`src/include/dmr_defines.vh`:
```
// constants for the diagnostic monitor result block
// assumes a byte-wide register port addressed by 8-bit offsets
`ifndef DMR_DEFINES_VH
`define DMR_DEFINES_VH
// ==========================================
// register offsets
`define DMR_CFG_ADDR 8'h54
`define DMR_BAT_HIGH_ADDR 8'h56
`define DMR_BAT_LOW_ADDR 8'h57
`define DMR_BIAS_HIGH_ADDR 8'h58
`define DMR_BIAS_LOW_ADDR 8'h59
`define DMR_IN1P_HIGH_ADDR 8'h5a
`define DMR_IN1P_LOW_ADDR 8'h5b
`define DMR_IN1N_HIGH_ADDR 8'h5c
`define DMR_IN1N_LOW_ADDR 8'h5d
// ==========================================
// configuration fields and reset
`define DMR_CFG_RESET 8'h48
`define DMR_CFG_WMASK 8'h6d
`define DMR_SUP_FILT_HI 6
`define DMR_SUP_FILT_LO 5
`define DMR_BAT_FILT_HI 3
`define DMR_BAT_FILT_LO 2
`define DMR_MERGE_BIT 0
// ==========================================
// filter codes and source identifiers
`define DMR_FILT_3M5 2'h0
`define DMR_FILT_200K 2'h1
`define DMR_FILT_100K 2'h2
`define DMR_FILT_NONE 2'h3
`define DMR_ID_BAT 4'h0
`define DMR_ID_BIAS 4'h1
`define DMR_ID_IN1P 4'h2
`define DMR_ID_IN1N 4'h3
`endif
```
`src/hw/dmr_diag_monitor_results.v`:
```
// register front end for the diagnostic converter results
// assumes converter results and fault flags arrive on clk; the
// manual-mode and battery-enable bits come from the neighbouring config
// Overview of operation
// (RULE1) supply filter select bits 6-5, reset 2
// (RULE2) battery filter select bits 3-2, reset 2
// (RULE3) bit 0 merges overvoltage into battery short
// (RULE4) result upper eight bits in high register
// (RULE5) result low nibble in bits 7-4 next
// (RULE6) low register bits 3-0 hold source id
// (RULE7) reserved bits 7,4,1 read zero, write zero
// (RULE8) negative input pin id is 3
// (RULE9) battery channel gated by enable in manual
// (RULE10) both halves updated together per conversion
`timescale 1ns/100ps
`include "dmr_defines.vh"
module dmr_diag_monitor_results (
  input wire clk,
  input wire rst_b,
  input wire [7:0] reg_addr,
  input wire reg_wr_en,
  input wire [7:0] reg_wr_data,
  input wire reg_rd_en,
  output reg [7:0] reg_rd_data_q,
  input wire manual_enable_mode,
  input wire battery_enable,
  input wire [1:0] result_source,
  input wire result_valid,
  input wire [11:0] result_data,
  input wire overvoltage_fault,
  input wire battery_short_fault,
  output reg [1:0] supply_monitor_filter_select_q,
  output reg [1:0] battery_monitor_filter_select_q,
  output reg merge_overvoltage_into_battery_short_q,
  output reg overvoltage_fault_q,
  output reg battery_short_fault_q,
  output reg battery_active_q
);
  // ==========================================
  // local codes
  localparam [7:0] CFG_RESET = `DMR_CFG_RESET;
  localparam [1:0] SRC_BAT = 2'h0;
  localparam [1:0] SRC_BIAS = 2'h1;
  localparam [1:0] SRC_IN1P = 2'h2;
  localparam [1:0] SRC_IN1N = 2'h3;

  // ==========================================
  // write decode
  // only the configuration offset is writable; results ignore writes
  wire cfg_wr_hit;
  assign cfg_wr_hit = reg_wr_en && (reg_addr == `DMR_CFG_ADDR);

  // ==========================================
  // configuration register
  reg [1:0] supply_monitor_filter_select_d;
  reg [1:0] battery_monitor_filter_select_d;
  reg merge_overvoltage_into_battery_short_d;
  always @* begin
    supply_monitor_filter_select_d = supply_monitor_filter_select_q;
    battery_monitor_filter_select_d = battery_monitor_filter_select_q;
    merge_overvoltage_into_battery_short_d = merge_overvoltage_into_battery_short_q;
    if (cfg_wr_hit) begin
      // reserved positions are dropped, not stored
      supply_monitor_filter_select_d =
        reg_wr_data[`DMR_SUP_FILT_HI:`DMR_SUP_FILT_LO]; // see (RULE1)
      battery_monitor_filter_select_d =
        reg_wr_data[`DMR_BAT_FILT_HI:`DMR_BAT_FILT_LO]; // see (RULE2)
      merge_overvoltage_into_battery_short_d = reg_wr_data[`DMR_MERGE_BIT]; // see (RULE3)
    end
  end
  always @(posedge clk or negedge rst_b) begin
    if (!rst_b) begin
      supply_monitor_filter_select_q <= CFG_RESET[`DMR_SUP_FILT_HI:`DMR_SUP_FILT_LO];
      battery_monitor_filter_select_q <= CFG_RESET[`DMR_BAT_FILT_HI:`DMR_BAT_FILT_LO];
      merge_overvoltage_into_battery_short_q <= CFG_RESET[`DMR_MERGE_BIT];
    end else begin
      supply_monitor_filter_select_q <= supply_monitor_filter_select_d;
      battery_monitor_filter_select_q <= battery_monitor_filter_select_d;
      merge_overvoltage_into_battery_short_q <= merge_overvoltage_into_battery_short_d;
    end
  end

  // ==========================================
  // configuration read image
  // reserved positions are tied low rather than stored
  wire [7:0] cfg_read;
  assign cfg_read = {
    1'b0,
    supply_monitor_filter_select_q,
    1'b0,
    battery_monitor_filter_select_q,
    1'b0,
    merge_overvoltage_into_battery_short_q
  }; // see (RULE7)

  // ==========================================
  // battery channel gating
  // auto mode leaves the battery channel on with the input diagnostics
  wire battery_active_d;
  assign battery_active_d = manual_enable_mode ? battery_enable : 1'b1; // see (RULE9)
  always @(posedge clk or negedge rst_b) begin
    if (!rst_b) begin
      battery_active_q <= 1'b0;
    end else begin
      battery_active_q <= battery_active_d;
    end
  end

  // ==========================================
  // fault reporting
  reg overvoltage_fault_d;
  reg battery_short_fault_d;
  always @* begin
    if (merge_overvoltage_into_battery_short_q) begin
      // merged mode: software sees a single short fault
      overvoltage_fault_d = 1'b0; // see (RULE3)
      battery_short_fault_d = overvoltage_fault | battery_short_fault;
    end else begin
      overvoltage_fault_d = overvoltage_fault;
      battery_short_fault_d = battery_short_fault;
    end
  end
  always @(posedge clk or negedge rst_b) begin
    if (!rst_b) begin
      overvoltage_fault_q <= 1'b0;
      battery_short_fault_q <= 1'b0;
    end else begin
      overvoltage_fault_q <= overvoltage_fault_d;
      battery_short_fault_q <= battery_short_fault_d;
    end
  end

  // ==========================================
  // result strobes
  // a disabled battery channel keeps its last result
  wire bat_strobe;
  wire bias_strobe;
  wire in1p_strobe;
  wire in1n_strobe;
  assign bat_strobe = result_valid && (result_source == SRC_BAT) &&
    battery_active_d; // see (RULE9)
  assign bias_strobe = result_valid && (result_source == SRC_BIAS);
  assign in1p_strobe = result_valid && (result_source == SRC_IN1P);
  assign in1n_strobe = result_valid && (result_source == SRC_IN1N);

  // ==========================================
  // result pairs
  wire [7:0] bat_upper;
  wire [7:0] bat_lower;
  wire [7:0] bias_upper;
  wire [7:0] bias_lower;
  wire [7:0] in1p_upper;
  wire [7:0] in1p_lower;
  wire [7:0] in1n_upper;
  wire [7:0] in1n_lower;

  dmr_result_pair #(
    .SOURCE_ID(`DMR_ID_BAT)
  ) u_bat (
    .clk(clk),
    .rst_b(rst_b),
    .result_valid(bat_strobe),
    .result_data(result_data),
    .upper_byte(bat_upper),
    .lower_byte(bat_lower)
  );

  dmr_result_pair #(
    .SOURCE_ID(`DMR_ID_BIAS)
  ) u_bias (
    .clk(clk),
    .rst_b(rst_b),
    .result_valid(bias_strobe),
    .result_data(result_data),
    .upper_byte(bias_upper),
    .lower_byte(bias_lower)
  );

  dmr_result_pair #(
    .SOURCE_ID(`DMR_ID_IN1P)
  ) u_in1p (
    .clk(clk),
    .rst_b(rst_b),
    .result_valid(in1p_strobe),
    .result_data(result_data),
    .upper_byte(in1p_upper),
    .lower_byte(in1p_lower)
  );

  dmr_result_pair #(
    .SOURCE_ID(`DMR_ID_IN1N)
  ) u_in1n ( // see (RULE8)
    .clk(clk),
    .rst_b(rst_b),
    .result_valid(in1n_strobe),
    .result_data(result_data),
    .upper_byte(in1n_upper),
    .lower_byte(in1n_lower)
  );

  // ==========================================
  // read port
  // unmapped offsets read as zero
  reg [7:0] rd_d;
  always @* begin
    case (reg_addr)
      `DMR_CFG_ADDR: rd_d = cfg_read;
      `DMR_BAT_HIGH_ADDR: rd_d = bat_upper;
      `DMR_BAT_LOW_ADDR: rd_d = bat_lower;
      `DMR_BIAS_HIGH_ADDR: rd_d = bias_upper;
      `DMR_BIAS_LOW_ADDR: rd_d = bias_lower;
      `DMR_IN1P_HIGH_ADDR: rd_d = in1p_upper;
      `DMR_IN1P_LOW_ADDR: rd_d = in1p_lower;
      `DMR_IN1N_HIGH_ADDR: rd_d = in1n_upper;
      `DMR_IN1N_LOW_ADDR: rd_d = in1n_lower;
      default: rd_d = 8'h00;
    endcase
  end
  always @(posedge clk or negedge rst_b) begin
    if (!rst_b) begin
      reg_rd_data_q <= 8'h00;
    end else if (reg_rd_en) begin
      reg_rd_data_q <= rd_d;
    end
  end
endmodule

```
`src/hw/dmr_result_pair.v`:
```
// one source's result register pair, updated atomically
// assumes result_valid is a one-cycle strobe on clk with stable data
`timescale 1ns/100ps
module dmr_result_pair #(
  parameter [3:0] SOURCE_ID = 4'h0
) (
  input wire clk,
  input wire rst_b,
  input wire result_valid,
  input wire [11:0] result_data,
  output wire [7:0] upper_byte,
  output wire [7:0] lower_byte
);
  // ==========================================
  // storage
  reg [11:0] value_q;
  // both halves share one register so they always change in the same cycle
  always @(posedge clk or negedge rst_b) begin
    if (!rst_b) begin
      value_q <= 12'h000;
    end else if (result_valid) begin
      value_q <= result_data; // see (RULE10)
    end
  end
  assign upper_byte = value_q[11:4]; // see (RULE4)
  assign lower_byte = {value_q[3:0], SOURCE_ID}; // see (RULE5) see (RULE6)
endmodule

```
`config.mk`:
```
export PLATFORM = sky130hd
export DESIGN_NAME = dmr_diag_monitor_results
export DESIGN_NICKNAME = d
export VERILOG_FILES = /design/src/hw/dmr_diag_monitor_results.v /design/src/hw/dmr_result_pair.v
export VERILOG_INCLUDE_DIRS = /design/src /design/src/include
export SDC_FILE = /design/constraint.sdc
export NUM_CORES = 1
export LEC_CHECK = 0
export BUFFER_PORTS_ARGS = -buffer_cell sky130_fd_sc_hd__buf_2
export CAP_MARGIN = 20
export CORE_MARGIN = 2
export CORE_UTILIZATION = 40
export DETAILED_ROUTE_END_ITERATION = 10
export PLACE_DENSITY_LB_ADDON = 0.12
export SLEW_MARGIN = 20
export SYNTH_ARGS = -nofsm -noshare
export SYNTH_HDL_FRONTEND = slang
export SYNTH_SLANG_ARGS = --single-unit
export TNS_END_PERCENT = 100
```
`constraint.sdc`:
```
create_clock -name clk -period 1.27 [get_ports clk]
set_clock_uncertainty 0.15 [all_clocks]
set_input_delay 0.127 -clock clk [delete_from_list [all_inputs] [get_ports clk]]
set_output_delay 0.127 -clock clk [all_outputs]
set_load 0.1 [all_outputs]
```
==> results of run 1 <==
==> cell type report <==
type                       count  area [sq um]  area share
sequential                    64          1628      0.3743
inverter                      10         37.54    0.008631
clock buffer                  12         135.1     0.03107
multi-input combinational    138          1305      0.3001
clock inverter                 4         47.55     0.01093
timing repair buffer         111          1072      0.2465
tap                           99         123.9     0.02848
==> registers in the layout, summed over array words and instances (netlist names) <==
signal and count:
overvoltage_fault_q 1, battery_short_fault_q 1, u_in1p.value_q 12, battery_active_q 1, battery_monitor_filter_select_q 2, merge_overvoltage_into_battery_short_q 1
supply_monitor_filter_select_q 2, u_in1n.value_q 12, u_bat.value_q 12, u_bias.value_q 12, reg_rd_data_q 8
==> power by group <==
part	total (mW)	internal, mW	leakage (nW)	switching, mW
Sequential	2.53	2.36	0.762	0.172
Combinational	1.09	0.620	1.07	0.473
Clock	1.65	0.902	0.0904	0.751
Total	5.28	3.88	1.92	1.40
==> per-layer routing <==
metal  routed length [um]  GRT usage
met5                    0          0
met4                   89    0.05897
met3                  255    0.04526
met2                 3028     0.2639
met1                 3378     0.2541
==> how the worst max path moves through the flow <==
stage | startpoint | to | slack, ns | cells after the start
4_1_cts | battery_monitor_filter_select_q[1] | battery_monitor_filter_select_q[1] | -0.24 | 2
6_report | battery_monitor_filter_select_q[1] | battery_monitor_filter_select_q[1] | -0.22 | 2
5_1_grt | battery_monitor_filter_select_q[1] | battery_monitor_filter_select_q[1] | -0.26 | 2
3_3_place_gp | reg_addr[7] | reg_rd_data_q[3] | -0.29 | 5
2_1_floorplan | battery_monitor_filter_select_q[1] | reg_rd_data_q[3] | -0.23 | 3
3_5_place_dp | reg_addr[7] | reg_rd_data_q[3] | -0.34 | 5
==> layout by cell type, fill, tap and decap left out, drive strengths merged, types with 2 or more instances in the layout <==
master and instances:
a21oi 5, a221oi 3, a22oi 2, and3b 2
buf 90, clkbuf 12, clkinv 2, dfrtp 62
dfstp 2, dlygate4sd3 21, inv 10, mux2 57
mux2i 11, mux4 2, nand2 4, nand2b 5
nand3 2, nand3b 4, nand4 3, nor2 3
nor2b 4, o21ai 5, o22ai 10, o32ai 2
==> per-stage QoR <==
| step | setup TNS, ns | hold slack [ns] |
|---|---|---|
| 2_1_floorplan | -0.6320 | -0.3186 |
| 3_3_place_gp | -2.792 | 0.01965 |
| 3_5_place_dp | -2.862 | 0.02009 |
| 4_1_cts | -0.9426 | 0.01578 |
| 5_1_grt | -1.142 | 0.04412 |
| 6_report | -0.8043 | 0.04243 |
==> worst max-delay path, delay by kind of cell, from the launching register on <==
kind     cells  cell delay [ns]
flops        1             0.62
buf+inv      2             0.26
==> cells by family (layout without fill, tap and decap cells) <==
group | count (synthesis) | count (layout) | synth area share
muxes | 70 | 70 | 0.2708
DFF | 64 | 64 | 0.5451
AOI/OAI and AO/OA | 34 | 34 | 0.07866
and+or+nand+nor | 34 | 34 | 0.07398
buffers and inverters | 23 | 137 | 0.03147
==> repair_timing <==
| item | CTS | global route |
|---|---|---|
| resized for setup | 4 | 7 |
| pin swaps | 1 | 4 |
| buffers inserted | 4 | 0 |
| gates cloned | 0 | 0 |
| endpoints found under the setup margin | 8 | 12 |
| endpoints found under the hold margin | 120 | 0 |
| hold buffers | 21 | 0 |
==> flow_summary.toml, run 1 <==
[power_and_ir_drop]
power_mw = 5.279
p_per_area_mw_per_mm2 = 1214
p_leak_nw = 1.923
vdd_drop_max_mv = 0.5978

[synthesis]
synth_ff_type = "dfrtp_1"
syn_area_per_cell_sq_um = 13.08
synth_seq_cells = 64
synth_top_area_cell = "dfrtp_1"
synth_edf_count = 0
synthTopCellsByArea = "dfrtp_1 (53%), mux2_2 (22%), mux2i_1 (3.7%)"
syn_inst = 225
ys_types = 38
yosysSeqAreaShare = 0.5451
synth_most_common_cell = "dfrtp_1"
synth.top_cell.area_share = 0.5272
postSynth.asyncResetShare = 1.000
synth_nets = 264
ys_warn_count = 0
ys_top_cells_by_count = "dfrtp_1 (62), mux2_2 (57), mux2i_1 (11)"
syn-cell-area_sq_mm = 0.002943

[clock_network]
clock_tree.buffer_depth = 2
clock-root-buffer = "clkbuf_8"
cts.htree.levels = 3
clkTransAtPathRegs_ns = 0.07
cts_tree = "yes"
cts_inserted_buffers = 9
clock_latency_ns = 0.33
cts.sinks = 64

[global_routing]
grt_remaining_overflow = 0
antenna_found_initial = 0
grt.total_usage = 0.1771
grt_pass1_wl_um = 11350
grt_pass1_vias = 2303
grt_max_degree = 65

[route]
via_count = 2182
drt_wl_total_um = 6751
drt_iter0_drc = 95
wire_per_inst_um = 15.41
viasPerCell = 4.982
firstDrtPassIters = 4
drc_errors = 0
drtAntennaViolNets = 0

[run_status]
outcome = "finished with violations"
violations = "negative setup slack"

[job]
maxCapViolCount = 0

[cells_and_area]
final_layout_size_suffix_gt1_frac = 0.5428
num-fill-cells = 599
syn_to_final_growth_pct = 47.79
design_area_sq_mm = 0.004349
antenna_cells = 0
post-route-util = 0.6061
instances_no_fill = 438
layout.nets = 373

[critical_path]
crit_type = "flop to output port"
end_kind = "output port"
critical_path_required_ns = 0.99
r2r_slack_ns = -0.12
max_stage_delay_ns = 0.62
worst-r2r-cell-count = 4
r2r-end = "reg_rd_data_q[5]"
critPathMaxFanout = 2
start_kind = "flop"
worst_path_max_delay_cell = "dfstp_4"
worst_ep_arrival_time_ns = 1.22
r2r_start = "u_bat.value_q[9]"
path_cells = "buf_6 -> buf_12"

[floorplan]
initial_core_util = 0.4101
core_area_sq_mm = 0.007176
die_w_um = 89.78
die_h_um = 89.78
io_pins = 55
dieArea_sq_mm = 0.008060
rows = 31

[worst_hold_path]
hold_start = "reg_rd_en"
min_to = "reg_rd_data_q[3]"
hold_path_class = "input port to flop"
min_delay_path_depth = 3

[placed_design]
dp_cells = 397
pre_cts_ws_ns = -0.3436
dpl_cell_area_sq_mm = 0.003886
gp_congestion = 0.8221
hpwl_um = 4729
portBuffers = 51

[timing]
max_freq_mhz = 669.6
hold_viol = 0
rsz0062_at_grt = "true"
period_share = 1.176
setup_viol = 8
layout_min_cycle_time_ns = 1.493
worst_pin_slew_ns = 0.3534
fin_ws_ns = -0.2235
drv_slew = 0
slew_headroom = 0.7644
No activity file was read; power rests on OpenSTA's default activity.
==> run 2, diff against run 1 <==
- SKIP_LAST_GASP: default -> 1
==> flow_summary.toml, run 2 (synthesis results as in run 1) <==
[run_status]
outcome = "finished with violations"
violations = "negative setup slack"

[floorplan]
dieArea_sq_mm = 0.008060
die_h_um = 89.78
io_pins = 55
initial_core_util = 0.4101
die_w_um = 89.78
rows = 31
core_area_sq_mm = 0.007176

[critical_path]
r2r-end = "reg_rd_data_q[5]"
critPathMaxFanout = 2
crit_type = "flop to output port"
critical_path_required_ns = 0.99
worst-r2r-cell-count = 4
r2r_start = "u_bat.value_q[9]"
end_kind = "output port"
start_kind = "flop"
r2r_slack_ns = -0.12
worst_ep_arrival_time_ns = 1.22

[route]
drt_wl_total_um = 6743
wire_per_inst_um = 15.39
drt_iter0_drc = 92
firstDrtPassIters = 4
drc_errors = 0
viasPerCell = 4.966
drtAntennaViolNets = 0
via_count = 2175

[timing]
layout_min_cycle_time_ns = 1.493
period_share = 1.176
hold_viol = 0
slew_headroom = 0.7665
max_freq_mhz = 669.8
fin_ws_ns = -0.2231
rsz0062_at_grt = "true"
setup_viol = 8
drv_slew = 0
worst_pin_slew_ns = 0.3502

[clock_network]
clock_tree.buffer_depth = 2
cts.sinks = 64
clkTransAtPathRegs_ns = 0.07
clock-root-buffer = "clkbuf_8"
clock_latency_ns = 0.33
cts.htree.levels = 3
cts_tree = "yes"
cts_inserted_buffers = 9

[cells_and_area]
layout.nets = 373
num-fill-cells = 599
layout.cells.most_common = "mux2_2"
regArea_sq_mm = 0.001628
post-route-util = 0.6056
final_layout_size_suffix_gt1_frac = 0.5398
multi_input_area_sq_mm = 0.001301
antenna_cells = 0
syn_to_final_growth_pct = 47.66
final_cell_mix = "mux2_2 (55), dfrtp_1 (53), buf_2 (35), buf_4 (31)"

[worst_hold_path]
min_to = "reg_rd_data_q[3]"
hold_path_class = "input port to flop"
min_delay_path_depth = 3
hold_start = "reg_rd_en"

[placed_design]
gp_congestion = 0.8221
pre_cts_ws_ns = -0.3436
hpwl_um = 4729
portBuffers = 51

[global_routing]
grt_use_met3 = 0.04526
grt_pass1_vias = 2302
grt-busiest-layer = "met2"
grt_max_degree = 65
antenna_found_initial = 0
use_met1 = 0.2536
met2_usage = 0.2639
grt.total_usage = 0.1769
grt_pass1_wl_um = 11340
grt_remaining_overflow = 0

[job]
maxCapViolCount = 0

[power_and_ir_drop]
p_leak_nw = 1.925
p_per_area_mw_per_mm2 = 1214
vdd_drop_max_mv = 0.5980
## run 2: worst max path at each step
stage                                       start                            endpoint  slack, ns  cells after the start
2_1_floorplan  battery_monitor_filter_select_q[1]                    reg_rd_data_q[3]      -0.23                      3
3_3_place_gp                          reg_addr[7]                    reg_rd_data_q[3]      -0.29                      5
3_5_place_dp                          reg_addr[7]                    reg_rd_data_q[3]      -0.34                      5
4_1_cts        battery_monitor_filter_select_q[1]  battery_monitor_filter_select_q[1]      -0.24                      2
5_1_grt        battery_monitor_filter_select_q[1]  battery_monitor_filter_select_q[1]      -0.26                      2
6_report       battery_monitor_filter_select_q[1]  battery_monitor_filter_select_q[1]      -0.22                      2
## run 2: per-stage QoR
stage | hold slack [ns] | TNS (ns) | cells | instance area, sq um | power [mW]
final | 0.04209 | -0.8049 | 438 | 4345 | 5.275
after global routing | 0.04412 | -1.152 | 438 | 4345 | 5.554
after CTS | 0.01578 | -0.9575 | 438 | 4320 | 5.314
after detailed placement | 0.02009 | -2.862 | 397 | 3886 | 3.587
after global placement | 0.01965 | -2.792 | 397 | 3886 | 3.559
after floorplan | -0.3186 | -0.6320 | 225 | 3007 | 3.162
## run 2: cell type report
type,instances,share of cell area
inverter,10,0.008638
tap,99,0.02851
clock inverter,4,0.01094
sequential,64,0.3746
clock buffer,12,0.03110
timing repair buffer,111,0.2468
multi-input combinational,138,0.2995
## run 2: worst max-delay path, cell delays in order, from the launching register on
cell and delay, ns:
dfstp_4 0.62, buf_6 0.10, buf_12 0.16
## run 2: report_power, final
part | switching (mW) | internal [mW] | leakage, nW
combinational | 0.473 | 0.618 | 1.07
sequential | 0.171 | 2.36 | 0.762
clock | 0.750 | 0.902 | 0.0904
## run 2: per-layer routing
| layer | up-vias | part of all wire |
|---|---|---|
| met4 | 0 | 0.013 |
| met5 | - | 0 |
| met2 | 44 | 0.45 |
| li1 | 1044 | - |
| met3 | 8 | 0.038 |
| met1 | 1079 | 0.50 |
## run 2: what timing repair did
item | in CTS | in global routing
endpoints found under the hold margin | 120 | 0
buffers inserted | 4 | 0
endpoints found under the setup margin | 8 | 12
hold buffers | 21 | 0
gates resized for setup | 3 | 7
pin swaps | 1 | 4
==> run 3, diff against run 2 <==
- HOLD_SLACK_MARGIN: default -> 0.1
==> flow_summary.toml, run 3 (synthesis results as in run 1) <==
[route]
drt_wl_total_um = 6813
drc_errors = 0
drtAntennaViolNets = 0
drt_iter0_drc = 107
wire_per_inst_um = 15.48
via_count = 2188
firstDrtPassIters = 4
viasPerCell = 4.973

[critical_path]
worst_ep_arrival_time_ns = 1.22
r2r_slack_ns = -0.12
critPathMaxFanout = 2
worst-r2r-cell-count = 4
r2r-end = "reg_rd_data_q[5]"
critical_path_required_ns = 0.99
end_kind = "output port"
crit_type = "flop to output port"
worst_path_max_delay_cell = "dfstp_4"
max_stage_delay_ns = 0.62
r2r_start = "u_bat.value_q[9]"
start_kind = "flop"
path_cells = "buf_6 -> buf_12"

[timing]
drv_slew = 0
layout_min_cycle_time_ns = 1.495
max_freq_mhz = 668.8
period_share = 1.177
fin_ws_ns = -0.2252
slew_headroom = 0.7743
worst_pin_slew_ns = 0.3385
rsz0062_at_grt = "true"
hold_viol = 0
setup_viol = 9

[placed_design]
portBuffers = 51
dpl_cell_area_sq_mm = 0.003886
hpwl_um = 4729
gp_congestion = 0.8221

[floorplan]
io_pins = 55
core_area_sq_mm = 0.007176
die_w_um = 89.78
die_h_um = 89.78
rows = 31
dieArea_sq_mm = 0.008060
initial_core_util = 0.4101

[job]
maxCapViolCount = 0

[cells_and_area]
layout.nets = 375
antenna_cells = 0
design_area_sq_mm = 0.004365
layout.cells.most_common = "mux2_2"
final_layout_size_suffix_gt1_frac = 0.5367
post-route-util = 0.6084
final_cell_mix = "mux2_2 (55), dfrtp_1 (53), buf_2 (35), buf_4 (31), dlygate4sd3_1 (23)"
syn_to_final_growth_pct = 48.34
num-fill-cells = 597

[power_and_ir_drop]
p_per_area_mw_per_mm2 = 1211
p_leak_nw = 1.934
power_mw = 5.285
vdd_drop_max_mv = 0.6003

[clock_network]
cts.sinks = 64
clkTransAtPathRegs_ns = 0.07
cts.htree.levels = 3
clock-root-buffer = "clkbuf_8"
cts_inserted_buffers = 9
cts_tree = "yes"
postCtsHoldBufs = 23
clock_tree.buffer_depth = 2
clock_latency_ns = 0.34

[global_routing]
grt_pass1_wl_um = 11420
antenna_found_initial = 0
grt.total_usage = 0.1782
grt_max_degree = 65
grt_pass1_vias = 2313
grt_remaining_overflow = 0

[worst_hold_path]
min_delay_path_depth = 4
hold_start = "reg_rd_en"
min_to = "reg_rd_data_q[2]"
hold_path_class = "input port to flop"

[run_status]
outcome = "finished with violations"
violations = "negative setup slack"
[run 3: cell types whose count changed in the layout (fill, tap and decap cells not counted)]
cell / before / now
dlygate4sd3_1: 21 / 23
[run 3: how the worst max path moves through the flow]
stage                                        from                                  to  slack (ns)  cells after the start
2_1_floorplan  battery_monitor_filter_select_q[1]                    reg_rd_data_q[3]       -0.23                      3
3_3_place_gp                          reg_addr[7]                    reg_rd_data_q[3]       -0.29                      5
3_5_place_dp                          reg_addr[7]                    reg_rd_data_q[3]       -0.34                      5
4_1_cts        battery_monitor_filter_select_q[1]  battery_monitor_filter_select_q[1]       -0.24                      2
5_1_grt        battery_monitor_filter_select_q[1]  battery_monitor_filter_select_q[1]       -0.26                      2
6_report       battery_monitor_filter_select_q[1]  battery_monitor_filter_select_q[1]       -0.23                      2
[run 3: metal layers]
| metal | part of all wire | global-route usage |
|---|---|---|
| met1 | 0.50 | 0.2547 |
| met2 | 0.45 | 0.2645 |
| met3 | 0.039 | 0.04610 |
| met4 | 0.016 | 0.06282 |
| met5 | 0 | 0 |
[run 3: final cells by class]
class | instances | area, sq um | area share
repair buffers | 113 | 1092 | 0.2502
well taps | 99 | 123.9 | 0.02837
clock buffers | 12 | 135.1 | 0.03095
clock inverters | 4 | 47.55 | 0.01089
multi-input cells | 138 | 1301 | 0.2981
flip-flops and latches | 64 | 1628 | 0.3729
inverters | 10 | 37.54 | 0.008598
[run 3: power breakdown]
group | internal, mW | switching, mW | total, mW
Sequential | 2.36 | 0.171 | 2.53
Combinational | 0.622 | 0.474 | 1.10
Clock | 0.902 | 0.754 | 1.66
[run 3: through the flow]
step | TNS (ns) | hold WS [ns] | setup WS, ns | cells
finish | -0.8252 | 0.05404 | -0.2252 | 440
global route | -1.175 | 0.06247 | -0.2623 | 440
CTS | -0.9703 | 0.04638 | -0.2400 | 440
detailed placement | -2.862 | 0.02009 | -0.3436 | 397
global placement | -2.792 | 0.01965 | -0.2911 | 397
floorplan | -0.6320 | -0.3186 | -0.2295 | 225
[run 3: critical path, delay by kind of cell, from the launching register on]
| family | cells | cell delay [ns] |
|---|---|---|
| buffers and inverters | 2 | 0.26 |
| DFF | 1 | 0.62 |
[run 3: timing repair]
action / in CTS / in global routing
pin swaps: 1 / 4
resized for setup: 3 / 7
setup buffers: 4 / 0
endpoints found under the hold margin: 127 / 2
gates cloned: 0 / 0
endpoints found under the setup margin: 8 / 12
